--- config.mk ---
export PLATFORM = sky130hd
export DESIGN_NAME = pfc_ctrl
export DESIGN_NICKNAME = d
export VERILOG_FILES = /design/src/pfc_pkg.sv /design/src/pfc_sync.sv /design/src/pfc_ctrl.sv
export VERILOG_INCLUDE_DIRS = /design/src
export SDC_FILE = /design/constraint.sdc
export NUM_CORES = 1
export LEC_CHECK = 0
export BUFFER_PORTS_ARGS = -buffer_cell sky130_fd_sc_hd__buf_2
export CORE_MARGIN = 2
export CORE_UTILIZATION = 35
export CTS_BUF_LIST = sky130_fd_sc_hd__clkbuf_4 sky130_fd_sc_hd__clkbuf_8
export DETAILED_ROUTE_END_ITERATION = 16
export GPL_TIMING_DRIVEN = 0
export MAX_ROUTING_LAYER = met4
export PLACE_DENSITY = 0.54
export SKIP_CTS_REPAIR_TIMING = 1
export SYNTH_ARGS = -nofsm -noshare
export SYNTH_HDL_FRONTEND = slang
export SYNTH_HIERARCHICAL = 1
export SYNTH_SLANG_ARGS = --single-unit
export TNS_END_PERCENT = 10
--- constraint.sdc ---
create_clock -name clk -period 3.2 [get_ports clk]
set_input_delay 0.16 -clock clk [delete_from_list [all_inputs] [get_ports clk]]
set_output_delay 0.16 -clock clk [all_outputs]
set_load 0.005 [all_outputs]
--- src/pfc_defs.svh ---
// Purpose: Constants for the parallel flash command controller
// Assumes: 25 MHz clk, 40 ns period
// Notes:   Offsets are byte addresses on the Avalon-MM slave
`ifndef PFC_DEFS_SVH
`define PFC_DEFS_SVH
// Register byte offsets (word aligned)
`define PFC_REG_CTRL      4'h0
`define PFC_REG_ADDR      4'h4
`define PFC_REG_WDATA     4'h8
`define PFC_REG_STATUS    4'hC
// Control fields
`define PFC_CTRL_GO_BIT   0
`define PFC_CTRL_CMD_LSB  4
`define PFC_CTRL_CMD_W    3
// Status fields
`define PFC_ST_BUSY_BIT   0
`define PFC_ST_RDY_BIT    1
`define PFC_ST_TOUT_BIT   2
`define PFC_ST_DATA_LSB   8
// Unlock codes
`define PFC_UNLOCK_A1     20'h05555
`define PFC_UNLOCK_A2     20'h02AAA
`define PFC_UNLOCK_D1     8'hAA
`define PFC_UNLOCK_D2     8'h55
`define PFC_CODE_ERASE1   8'h80
`define PFC_CODE_CHIP     8'h10
`define PFC_CODE_LOCK     8'h40
`define PFC_CODE_PROG     8'hA0
`define PFC_CODE_IDIN     8'h90
`define PFC_CODE_IDOUT    8'hF0
`define PFC_ADDR_LOCKST   20'h00002
`define PFC_BOOT_LAST     20'h03FFF
// Bus cycle timing, in clk cycles
`define PFC_SETUP_CYC     4'd2
`define PFC_STROBE_CYC    4'd4
`define PFC_HOLD_CYC      4'd2
`define PFC_RESET_VAL     32'h00000000
`endif

--- src/pfc_pkg.sv ---
// Purpose: Types for the parallel flash command controller
// Assumes: pfc_defs.svh holds the numbers
// Notes:   One-hot state codes
package pfc_pkg;
  typedef enum logic [2:0] {
    PFC_OP_READ  = 3'h0,
    PFC_OP_PROG  = 3'h1,
    PFC_OP_CHIP  = 3'h2,
    PFC_OP_LOCK  = 3'h3,
    PFC_OP_IDIN  = 3'h4,
    PFC_OP_IDOUT = 3'h5,
    PFC_OP_IDX1  = 3'h6
  } pfc_op_t;
  typedef enum logic [5:0] {
    PFC_IDLE  = 6'h01,
    PFC_SETUP = 6'h02,
    PFC_STRB  = 6'h04,
    PFC_HOLD  = 6'h08,
    PFC_WAIT  = 6'h10,
    PFC_DONE  = 6'h20
  } pfc_state_t;
endpackage

--- src/pfc_sync.sv ---
// Purpose: Two-flop synchroniser for pin inputs
// Assumes: Input is asynchronous to clk
// Notes:   First stage feeds only the second
`timescale 1ns/1ps
`default_nettype none
module pfc_sync
#(
  parameter int W = 1
)
(
  input  wire logic         clk,
  input  wire logic         resetn,
  input  wire logic [W-1:0] din,
  output var  logic [W-1:0] dout
);
  logic [W-1:0] stage1;
  logic [W-1:0] next_stage1;
  logic [W-1:0] next_dout;

  // Shift pin level through two stages
  always_comb
  begin
    next_stage1 = din;
    next_dout   = stage1;
  end

  always_ff @(posedge clk or negedge resetn)
  begin
    if (!resetn)
    begin
      stage1 <= '0;
      dout   <= '0;
    end
    else
    begin
      stage1 <= next_stage1;
      dout   <= next_dout;
    end
  end
endmodule
`default_nettype wire

--- src/pfc_ctrl.sv ---
// Purpose: Host-side controller driving a byte-wide parallel flash
// Assumes: 25 MHz clk; software on Avalon-MM issues one command at a time
// Notes:   Status poll of the busy pin ends program and erase
//
// Operation
// - Chip erase issues six unlock writes ending 5555/10 in order.
// - Byte program issues three unlock writes then target address and data.
// - Boot lockout issues six unlock writes ending 5555/40.
// - Identification entry ends 5555/90; exit via sequence or single F0.
//
// Implementation choices: the Avalon-MM interface to the registers and the register addresses.
`timescale 1ns/1ps
`default_nettype none
`include "pfc_defs.svh"
module pfc_ctrl
(
  input  wire logic        clk,
  input  wire logic        resetn,
  input  wire logic [1:0]  avs_address,
  input  wire logic        avs_read,
  input  wire logic        avs_write,
  input  wire logic [31:0] avs_writedata,
  output var  logic [31:0] avs_readdata,
  output logic             avs_waitrequest,
  output var  logic [19:0] flash_addr,
  input  wire logic [7:0]  flash_data_in,
  output var  logic [7:0]  flash_data_out,
  output var  logic        flash_data_oe_n,
  output var  logic        flash_ce_n,
  output var  logic        flash_oe_n,
  output var  logic        flash_we_n,
  output var  logic        flash_reset_n,
  input  wire logic        flash_ready
);
  ////////////////////////////////////////////////////////////////
  // Pin synchronisers
  logic [7:0] data_s;
  logic       ready_s;

  pfc_sync #(.W(9)) u_sync
  (
    .clk    (clk),
    .resetn (resetn),
    .din    ({flash_ready, flash_data_in}),
    .dout   ({ready_s, data_s})
  );

  ////////////////////////////////////////////////////////////////
  // State
  pfc_pkg::pfc_state_t state, next_state;
  pfc_pkg::pfc_op_t    op, next_op;
  logic [2:0]  step, next_step;
  logic [3:0]  cnt, next_cnt;
  logic [19:0] addr_reg, next_addr_reg;
  logic [7:0]  wdata_reg, next_wdata_reg;
  logic [7:0]  rdata, next_rdata;
  logic        is_read, next_is_read;
  logic        rst_pin, next_rst_pin;
  logic [19:0] cyc_addr;
  logic [7:0]  cyc_data;
  logic [2:0]  nsteps;
  logic        go;

  assign go = avs_write && (avs_address == 2'(`PFC_REG_CTRL >> 2))
              && avs_writedata[`PFC_CTRL_GO_BIT];

  // Steps per command
  always_comb
  begin
    case (op)
      pfc_pkg::PFC_OP_PROG:  nsteps = 3'd4;
      pfc_pkg::PFC_OP_CHIP:  nsteps = 3'd6;
      pfc_pkg::PFC_OP_LOCK:  nsteps = 3'd6;
      pfc_pkg::PFC_OP_IDIN:  nsteps = 3'd3;
      pfc_pkg::PFC_OP_IDOUT: nsteps = 3'd3;
      pfc_pkg::PFC_OP_IDX1:  nsteps = 3'd1;
      default:               nsteps = 3'd1;
    endcase
  end

  // Address and data of the current bus cycle; read and PFC_OP_IDX1 use one cycle at addr_reg
  always_comb
  begin
    cyc_addr = `PFC_UNLOCK_A1;
    cyc_data = `PFC_UNLOCK_D1;
    if (op == pfc_pkg::PFC_OP_READ)
    begin
      cyc_addr = addr_reg;
      cyc_data = 8'h00;
    end
    else if (op == pfc_pkg::PFC_OP_IDX1)
    begin
      cyc_addr = addr_reg;
      cyc_data = `PFC_CODE_IDOUT;
    end
    else if (op == pfc_pkg::PFC_OP_PROG && step == 3'd3)
    begin
      cyc_addr = addr_reg;
      cyc_data = wdata_reg;
    end
    else
    begin
      case (step)
        3'd0, 3'd3: cyc_data = `PFC_UNLOCK_D1;
        3'd1, 3'd4:
        begin
          cyc_addr = `PFC_UNLOCK_A2;
          cyc_data = `PFC_UNLOCK_D2;
        end
        3'd2:
        begin
          case (op)
            pfc_pkg::PFC_OP_PROG:  cyc_data = `PFC_CODE_PROG;
            pfc_pkg::PFC_OP_IDIN:  cyc_data = `PFC_CODE_IDIN;
            pfc_pkg::PFC_OP_IDOUT: cyc_data = `PFC_CODE_IDOUT;
            default:               cyc_data = `PFC_CODE_ERASE1;
          endcase
        end
        default:  // Final step of six-cycle codes
        begin
          cyc_data = (op == pfc_pkg::PFC_OP_CHIP) ? `PFC_CODE_CHIP : `PFC_CODE_LOCK;
        end
      endcase
    end
  end

  ////////////////////////////////////////////////////////////////
  // Sequencer next state
  always_comb
  begin
    next_state     = state;
    next_op        = op;
    next_step      = step;
    next_cnt       = cnt;
    next_addr_reg  = addr_reg;
    next_wdata_reg = wdata_reg;
    next_rdata     = rdata;
    next_is_read   = is_read;
    next_rst_pin   = rst_pin;
    if (avs_write && state == pfc_pkg::PFC_IDLE)
    begin
      if (avs_address == 2'(`PFC_REG_ADDR >> 2))
        next_addr_reg = avs_writedata[19:0];
      if (avs_address == 2'(`PFC_REG_WDATA >> 2))
        next_wdata_reg = avs_writedata[7:0];
      if (avs_address == 2'(`PFC_REG_CTRL >> 2))
        next_rst_pin = ~avs_writedata[1];  // Bit 1 holds flash in reset
    end
    case (state)
      pfc_pkg::PFC_IDLE:
      begin
        if (go && rst_pin)
        begin
          next_op    = pfc_pkg::pfc_op_t'(avs_writedata[`PFC_CTRL_CMD_LSB +: `PFC_CTRL_CMD_W]);
          next_is_read = (avs_writedata[`PFC_CTRL_CMD_LSB +: `PFC_CTRL_CMD_W] == 3'h0);
          next_step  = 3'd0;
          next_cnt   = `PFC_SETUP_CYC;
          next_state = pfc_pkg::PFC_SETUP;
        end
      end
      pfc_pkg::PFC_SETUP:  // Address settles before strobe
      begin
        next_cnt = cnt - 4'd1;
        if (cnt == 4'd1)
        begin
          next_cnt   = `PFC_STROBE_CYC;
          next_state = pfc_pkg::PFC_STRB;
        end
      end
      pfc_pkg::PFC_STRB:
      begin
        next_cnt = cnt - 4'd1;
        if (cnt == 4'd1)
        begin
          next_rdata = data_s;
          next_cnt   = `PFC_HOLD_CYC;
          next_state = pfc_pkg::PFC_HOLD;
        end
      end
      pfc_pkg::PFC_HOLD:  // Data held past strobe rise
      begin
        next_cnt = cnt - 4'd1;
        if (cnt == 4'd1)
        begin
          if (!is_read && step != nsteps - 3'd1)
          begin
            next_step  = step + 3'd1;
            next_cnt   = `PFC_SETUP_CYC;
            next_state = pfc_pkg::PFC_SETUP;
          end
          else if (op == pfc_pkg::PFC_OP_PROG || op == pfc_pkg::PFC_OP_CHIP)
            next_state = pfc_pkg::PFC_WAIT;
          else
            next_state = pfc_pkg::PFC_DONE;
        end
      end
      pfc_pkg::PFC_WAIT:  // Flash times itself; busy pin released at end
      begin
        if (ready_s)
          next_state = pfc_pkg::PFC_DONE;
      end
      pfc_pkg::PFC_DONE: next_state = pfc_pkg::PFC_IDLE;
      default:           next_state = pfc_pkg::PFC_IDLE;
    endcase
  end

  always_ff @(posedge clk or negedge resetn)
  begin
    if (!resetn)
    begin
      state     <= pfc_pkg::PFC_IDLE;
      op        <= pfc_pkg::PFC_OP_READ;
      step      <= 3'd0;
      cnt       <= 4'd0;
      addr_reg  <= 20'h00000;
      wdata_reg <= 8'h00;
      rdata     <= 8'h00;
      is_read   <= 1'b0;
      rst_pin   <= 1'b1;
    end
    else
    begin
      state     <= next_state;
      op        <= next_op;
      step      <= next_step;
      cnt       <= next_cnt;
      addr_reg  <= next_addr_reg;
      wdata_reg <= next_wdata_reg;
      rdata     <= next_rdata;
      is_read   <= next_is_read;
      rst_pin   <= next_rst_pin;
    end
  end

  ////////////////////////////////////////////////////////////////
  // Pin drive, registered
  logic [19:0] next_flash_addr;
  logic [7:0]  next_flash_data_out;
  logic        next_data_oe_n, next_ce_n, next_oe_n, next_we_n;

  always_comb
  begin
    next_flash_addr     = flash_addr;
    next_flash_data_out = flash_data_out;
    next_data_oe_n      = 1'b1;
    next_ce_n           = 1'b1;
    next_oe_n           = 1'b1;
    next_we_n           = 1'b1;
    if (next_state == pfc_pkg::PFC_SETUP || next_state == pfc_pkg::PFC_STRB
        || next_state == pfc_pkg::PFC_HOLD)
    begin
      next_flash_addr     = (next_state == pfc_pkg::PFC_SETUP) ? cyc_addr : flash_addr;
      next_flash_data_out = (next_state == pfc_pkg::PFC_SETUP) ? cyc_data : flash_data_out;
      next_ce_n           = 1'b0;
      if (next_is_read)
        next_oe_n = (next_state == pfc_pkg::PFC_HOLD);  // Host never drives on read
      else
      begin
        next_data_oe_n = 1'b0;
        next_we_n      = (next_state != pfc_pkg::PFC_STRB);  // OE high during strobe
      end
    end
  end

  always_ff @(posedge clk or negedge resetn)
  begin
    if (!resetn)
    begin
      flash_addr      <= 20'h00000;
      flash_data_out  <= 8'h00;
      flash_data_oe_n <= 1'b1;
      flash_ce_n      <= 1'b1;
      flash_oe_n      <= 1'b1;
      flash_we_n      <= 1'b1;
      flash_reset_n   <= 1'b0;
    end
    else
    begin
      flash_addr      <= next_flash_addr;
      flash_data_out  <= next_flash_data_out;
      flash_data_oe_n <= next_data_oe_n;
      flash_ce_n      <= next_ce_n;
      flash_oe_n      <= next_oe_n;
      flash_we_n      <= next_we_n;
      flash_reset_n   <= rst_pin;  // Pin follows control bit
    end
  end

  ////////////////////////////////////////////////////////////////
  // Avalon slave: writes only in idle; reads take one wait state
  logic [31:0] next_readdata;
  logic        busy;
  logic        rd_ack, next_rd_ack;

  assign busy = (state != pfc_pkg::PFC_IDLE);
  // Read data is registered, so a read stalls one cycle until it stands
  assign avs_waitrequest = (avs_write && busy) || (avs_read && !rd_ack);

  always_comb
  begin
    next_rd_ack   = avs_read && !rd_ack;
    next_readdata = 32'h00000000;
    case (avs_address)
      2'(`PFC_REG_CTRL >> 2):  next_readdata = {30'h0, ~rst_pin, 1'b0};
      2'(`PFC_REG_ADDR >> 2):  next_readdata = {12'h000, addr_reg};
      2'(`PFC_REG_WDATA >> 2): next_readdata = {24'h000000, wdata_reg};
      default:
      begin
        next_readdata[`PFC_ST_BUSY_BIT] = busy;
        next_readdata[`PFC_ST_RDY_BIT]  = ready_s;
        next_readdata[`PFC_ST_DATA_LSB +: 8] = rdata;  // Polling bits 7 and 6
      end
    endcase
  end

  always_ff @(posedge clk or negedge resetn)
  begin
    if (!resetn)
    begin
      avs_readdata <= `PFC_RESET_VAL;
      rd_ack       <= 1'b0;
    end
    else
    begin
      avs_readdata <= next_readdata;
      rd_ack       <= next_rd_ack;
    end
  end
endmodule
`default_nettype wire

==> metrics.csv <==
metric,value,unit
final core utilization,0.453,
CTS sink cnt,126,
"Arr. time, crit path",3.14,ns
Port Buffers,88,
combinational power share,0.304,
routed vias/inst,4.75,
CTS tree,built,
1st-pass router iterations,4,
main combinational cell family by area after synthesis,compound AO/OA/AOI/OAI gates,
HPWL after DPL,9.13,mm
internal power,3.41,mW
vias,3946,
R2R Path Start,op[1],
critical path class,reg2reg,
Syn. warnings,6,
min-delay src,avs_writedata[6],
"Clk Latency, worst-skew pair",0.44,ns
first-pass GRT wire length,19.7,mm
Max-Cap Viols,0,
final worst path period share,0.876,
drt wl/cell,15.1,um
"Distinct cells, synth",63,
Worst slew margin,0.515,
status,"complete, no violations",
Routed Antenna Nets,0,
Synth Area in Adders,0.0299,
TNS Setup,0,ns
Sw Ratio,0.358,
Layout area overhead,26.6,%
fin nets,689,
fill count,1468,
Mapped Area,5440,um^2
Worst VDD drop,0.269,mV
delay of the slowest critical-path stage,0.57,ns
Synth Area per Inst,11.3,um^2
vias in the first global route,3833,
row cnt,45,
Power Total,5.31,mW
n_diodes,0,
Yosys reg bits,126,
CP max-delay cell,a211oi_4,
"Seq/Total Area, Yosys",0.581,
"EDFF count, synth",0,
power share of the clock group,0.267,
required time of the critical path,3.53,ns
Worst Tran Pin Value,0.725,ns
crit-path max FO,10,
CP top delay family,compound AO/OA/AOI/OAI gates,
leakage,3.32,nW
global-route usage over all layers,0.161,
minimum clock period,2.80,ns
H-tree depth,4,
Crit. End Element,flop,
DIE AREA,16600,um^2
crit-path cells,clkbuf_2 > inv_2 > ha_1 > and3b_1 > o2bb2ai_1 > a31oi_1 > a211oi_4 > buf_2 > nand2_1 > o31ai_1,
RSZ-0062 raised after global routing,false,
post-synthesis cell count,481,
Num CTS Buffers,17,
clock buffer depth,2,
"Hold Vio Cnt, Final",0,
part of the power in registers,0.429,
switching power,1.90,mW
GRT Residual Overflow,0,
# IOs,113,
1st-iter DRT viols,204,
Core ar.,15200,um^2
Final Max Tran Viols,0,
chip height,129,um
WHS,0.0246,ns
Power per Cell Area,771,nW/um^2
worst clock skew,0.0108,ns
initial core utilization,0.358,
CP Launch Point,op[1],
Max Clk Rate,357,MHz
"Async S/R FF share, synth",1.00,
Most used DFF post-synth,dfrtp_1,
post-synthesis simple-gate area fraction,0.120,
largest net degree at the start of global routing,83,
DRC,0,
mux contribution to synthesized area,0.0841,
startpoint types,flop,
share of layout cells above drive strength 1,0.305,
WL final,12.5,mm
worst min path class,in2reg,
XOR/XNOR share of the synthesized area,0.00644,
Finish-stage setup viols,0,
routability cong.,0.826,
compound-cell area share of the yosys netlist,0.132,
chip width,129,um
Root Buffer,clkbuf_8,
initial antenna violation count,0,
CP Buf/Inv Count,3,
"Reg clk slew, reported paths",0.08,ns
-- cell usage after synthesis, types with 2 or more instances --
library cell	count	area [um^2]
o31ai_1	6	45.0
a222oi_1	2	20.0
nor2b_1	9	56.3
o21a_1	2	15.0
o2bb2ai_1	2	17.5
buf_4	12	90.1
o31ai_2	2	25.0
ha_1	13	163
nand3_1	5	25.0
mux2_2	38	428
and2_1	6	37.5
o31a_1	2	17.5
a21o_1	2	15.0
nand3b_1	5	37.5
xnor2_1	3	26.3
dfrtp_1	120	3000
buf_2	4	20.0
a221oi_1	2	17.5
a22oi_1	7	52.6
nand2_1	67	251
or3b_1	2	17.5
nor4_1	2	12.5
a21oi_1	15	75.1
mux2i_1	3	30.0
o21ai_0	55	275
nor2_1	19	71.3
and3b_1	2	17.5
nor3_1	2	10.0
inv_1	13	48.8
o21ai_1	2	10.0
dfstp_2	6	158
clkbuf_1	14	52.6
buf_6	2	22.5
o21bai_1	2	15.0
a31oi_1	4	25.0
buf_1	2	7.51
-- logic make-up after synthesis --
family,Yosys count
xor+xnor,4
simple gates,132
flops,126
other cells,1
mux,41
buf+inv,50
compound gates,114
fa+ha+maj,13
-- cell type report --
class | count | area [um^2] | area share
Buffer | 35 | 200 | 0.0291
Clock buffer | 17 | 234 | 0.0340
Clock inverter | 15 | 173 | 0.0251
Inverter | 15 | 56.3 | 0.00817
Multi-Input combinational cell | 316 | 2070 | 0.300
Sequential cell | 126 | 3160 | 0.459
Tap cell | 188 | 235 | 0.0341
Timing Repair Buffer | 118 | 762 | 0.111
-- worst register-to-register path: stages (launching register included) --
cell       delay (ns)
dfrtp_1          0.36
clkbuf_2         0.22
inv_2            0.11
ha_1             0.36
and3b_1          0.19
o2bb2ai_1        0.13
a31oi_1          0.26
a211oi_4         0.58
buf_2            0.34
nand2_1          0.09
o31ai_1          0.07
-- power groups by stage --
stage	Clock [mW]	Sequential, mW	Combinational (mW)
detailed placement	0	2.31	1.60
floorplan	0	2.24	1.01
global placement	0	2.29	1.57
global route	1.53	2.33	1.83
CTS	1.47	2.28	1.60
finish	1.42	2.28	1.61
-- stage by stage --
stage	area, um^2	std cells	worst slack [ns]
2_1_floorplan	5480	492	0.710
3_3_place_gp	6160	768	0.0636
3_5_place_dp	6190	769	0.0193
4_1_cts	6600	801	-0.00612
5_1_grt	6890	830	0.115
6_report	6890	830	0.396
-- placed cells by master (no fill, tap or decap), types with 4 or more instances in the layout --
cell             n
a21oi_1         15
a22oi_1          7
a31oi_1          4
and2_1           6
buf_2           91
buf_4           13
clkbuf_1        12
clkbuf_8        17
conb_1          12
dfrtp_1        120
dfstp_2          6
dlygate4sd3_1   28
ha_1            13
inv_1           13
inv_6            7
mux2_2          38
nand2_1         67
nand3_1          5
nand3b_1         5
nor2_1          19
nor2b_1          9
o21ai_0         55
o31ai_1          6
-- routing by layer --
layer  wire length (um)  GRT usage  vias to the layer above
met4                 89     0.0518                        0
met2               6020      0.248                       75
met1               5960      0.208                     1906
met3                469     0.0428                        5
met5                  0          -                        -
li1                   -          -                     1960
-- path summary, 6_finish.rpt --
path | cells past startpoint | to | slack [ns]
max in group asynchronous | 3 | flash_data_out[2] | 2.25
worst min register to register | 0 | u_sync/dout[2] | 0.35
worst min-delay path | 3 | op[2] | 0.02
worst max register to register | 10 | flash_data_out[1] | 0.40
worst max-delay path | 10 | flash_data_out[1] | 0.40
min in group asynchronous | 2 | cnt[1] | 0.21
Power figures use the tool's default switching activity.
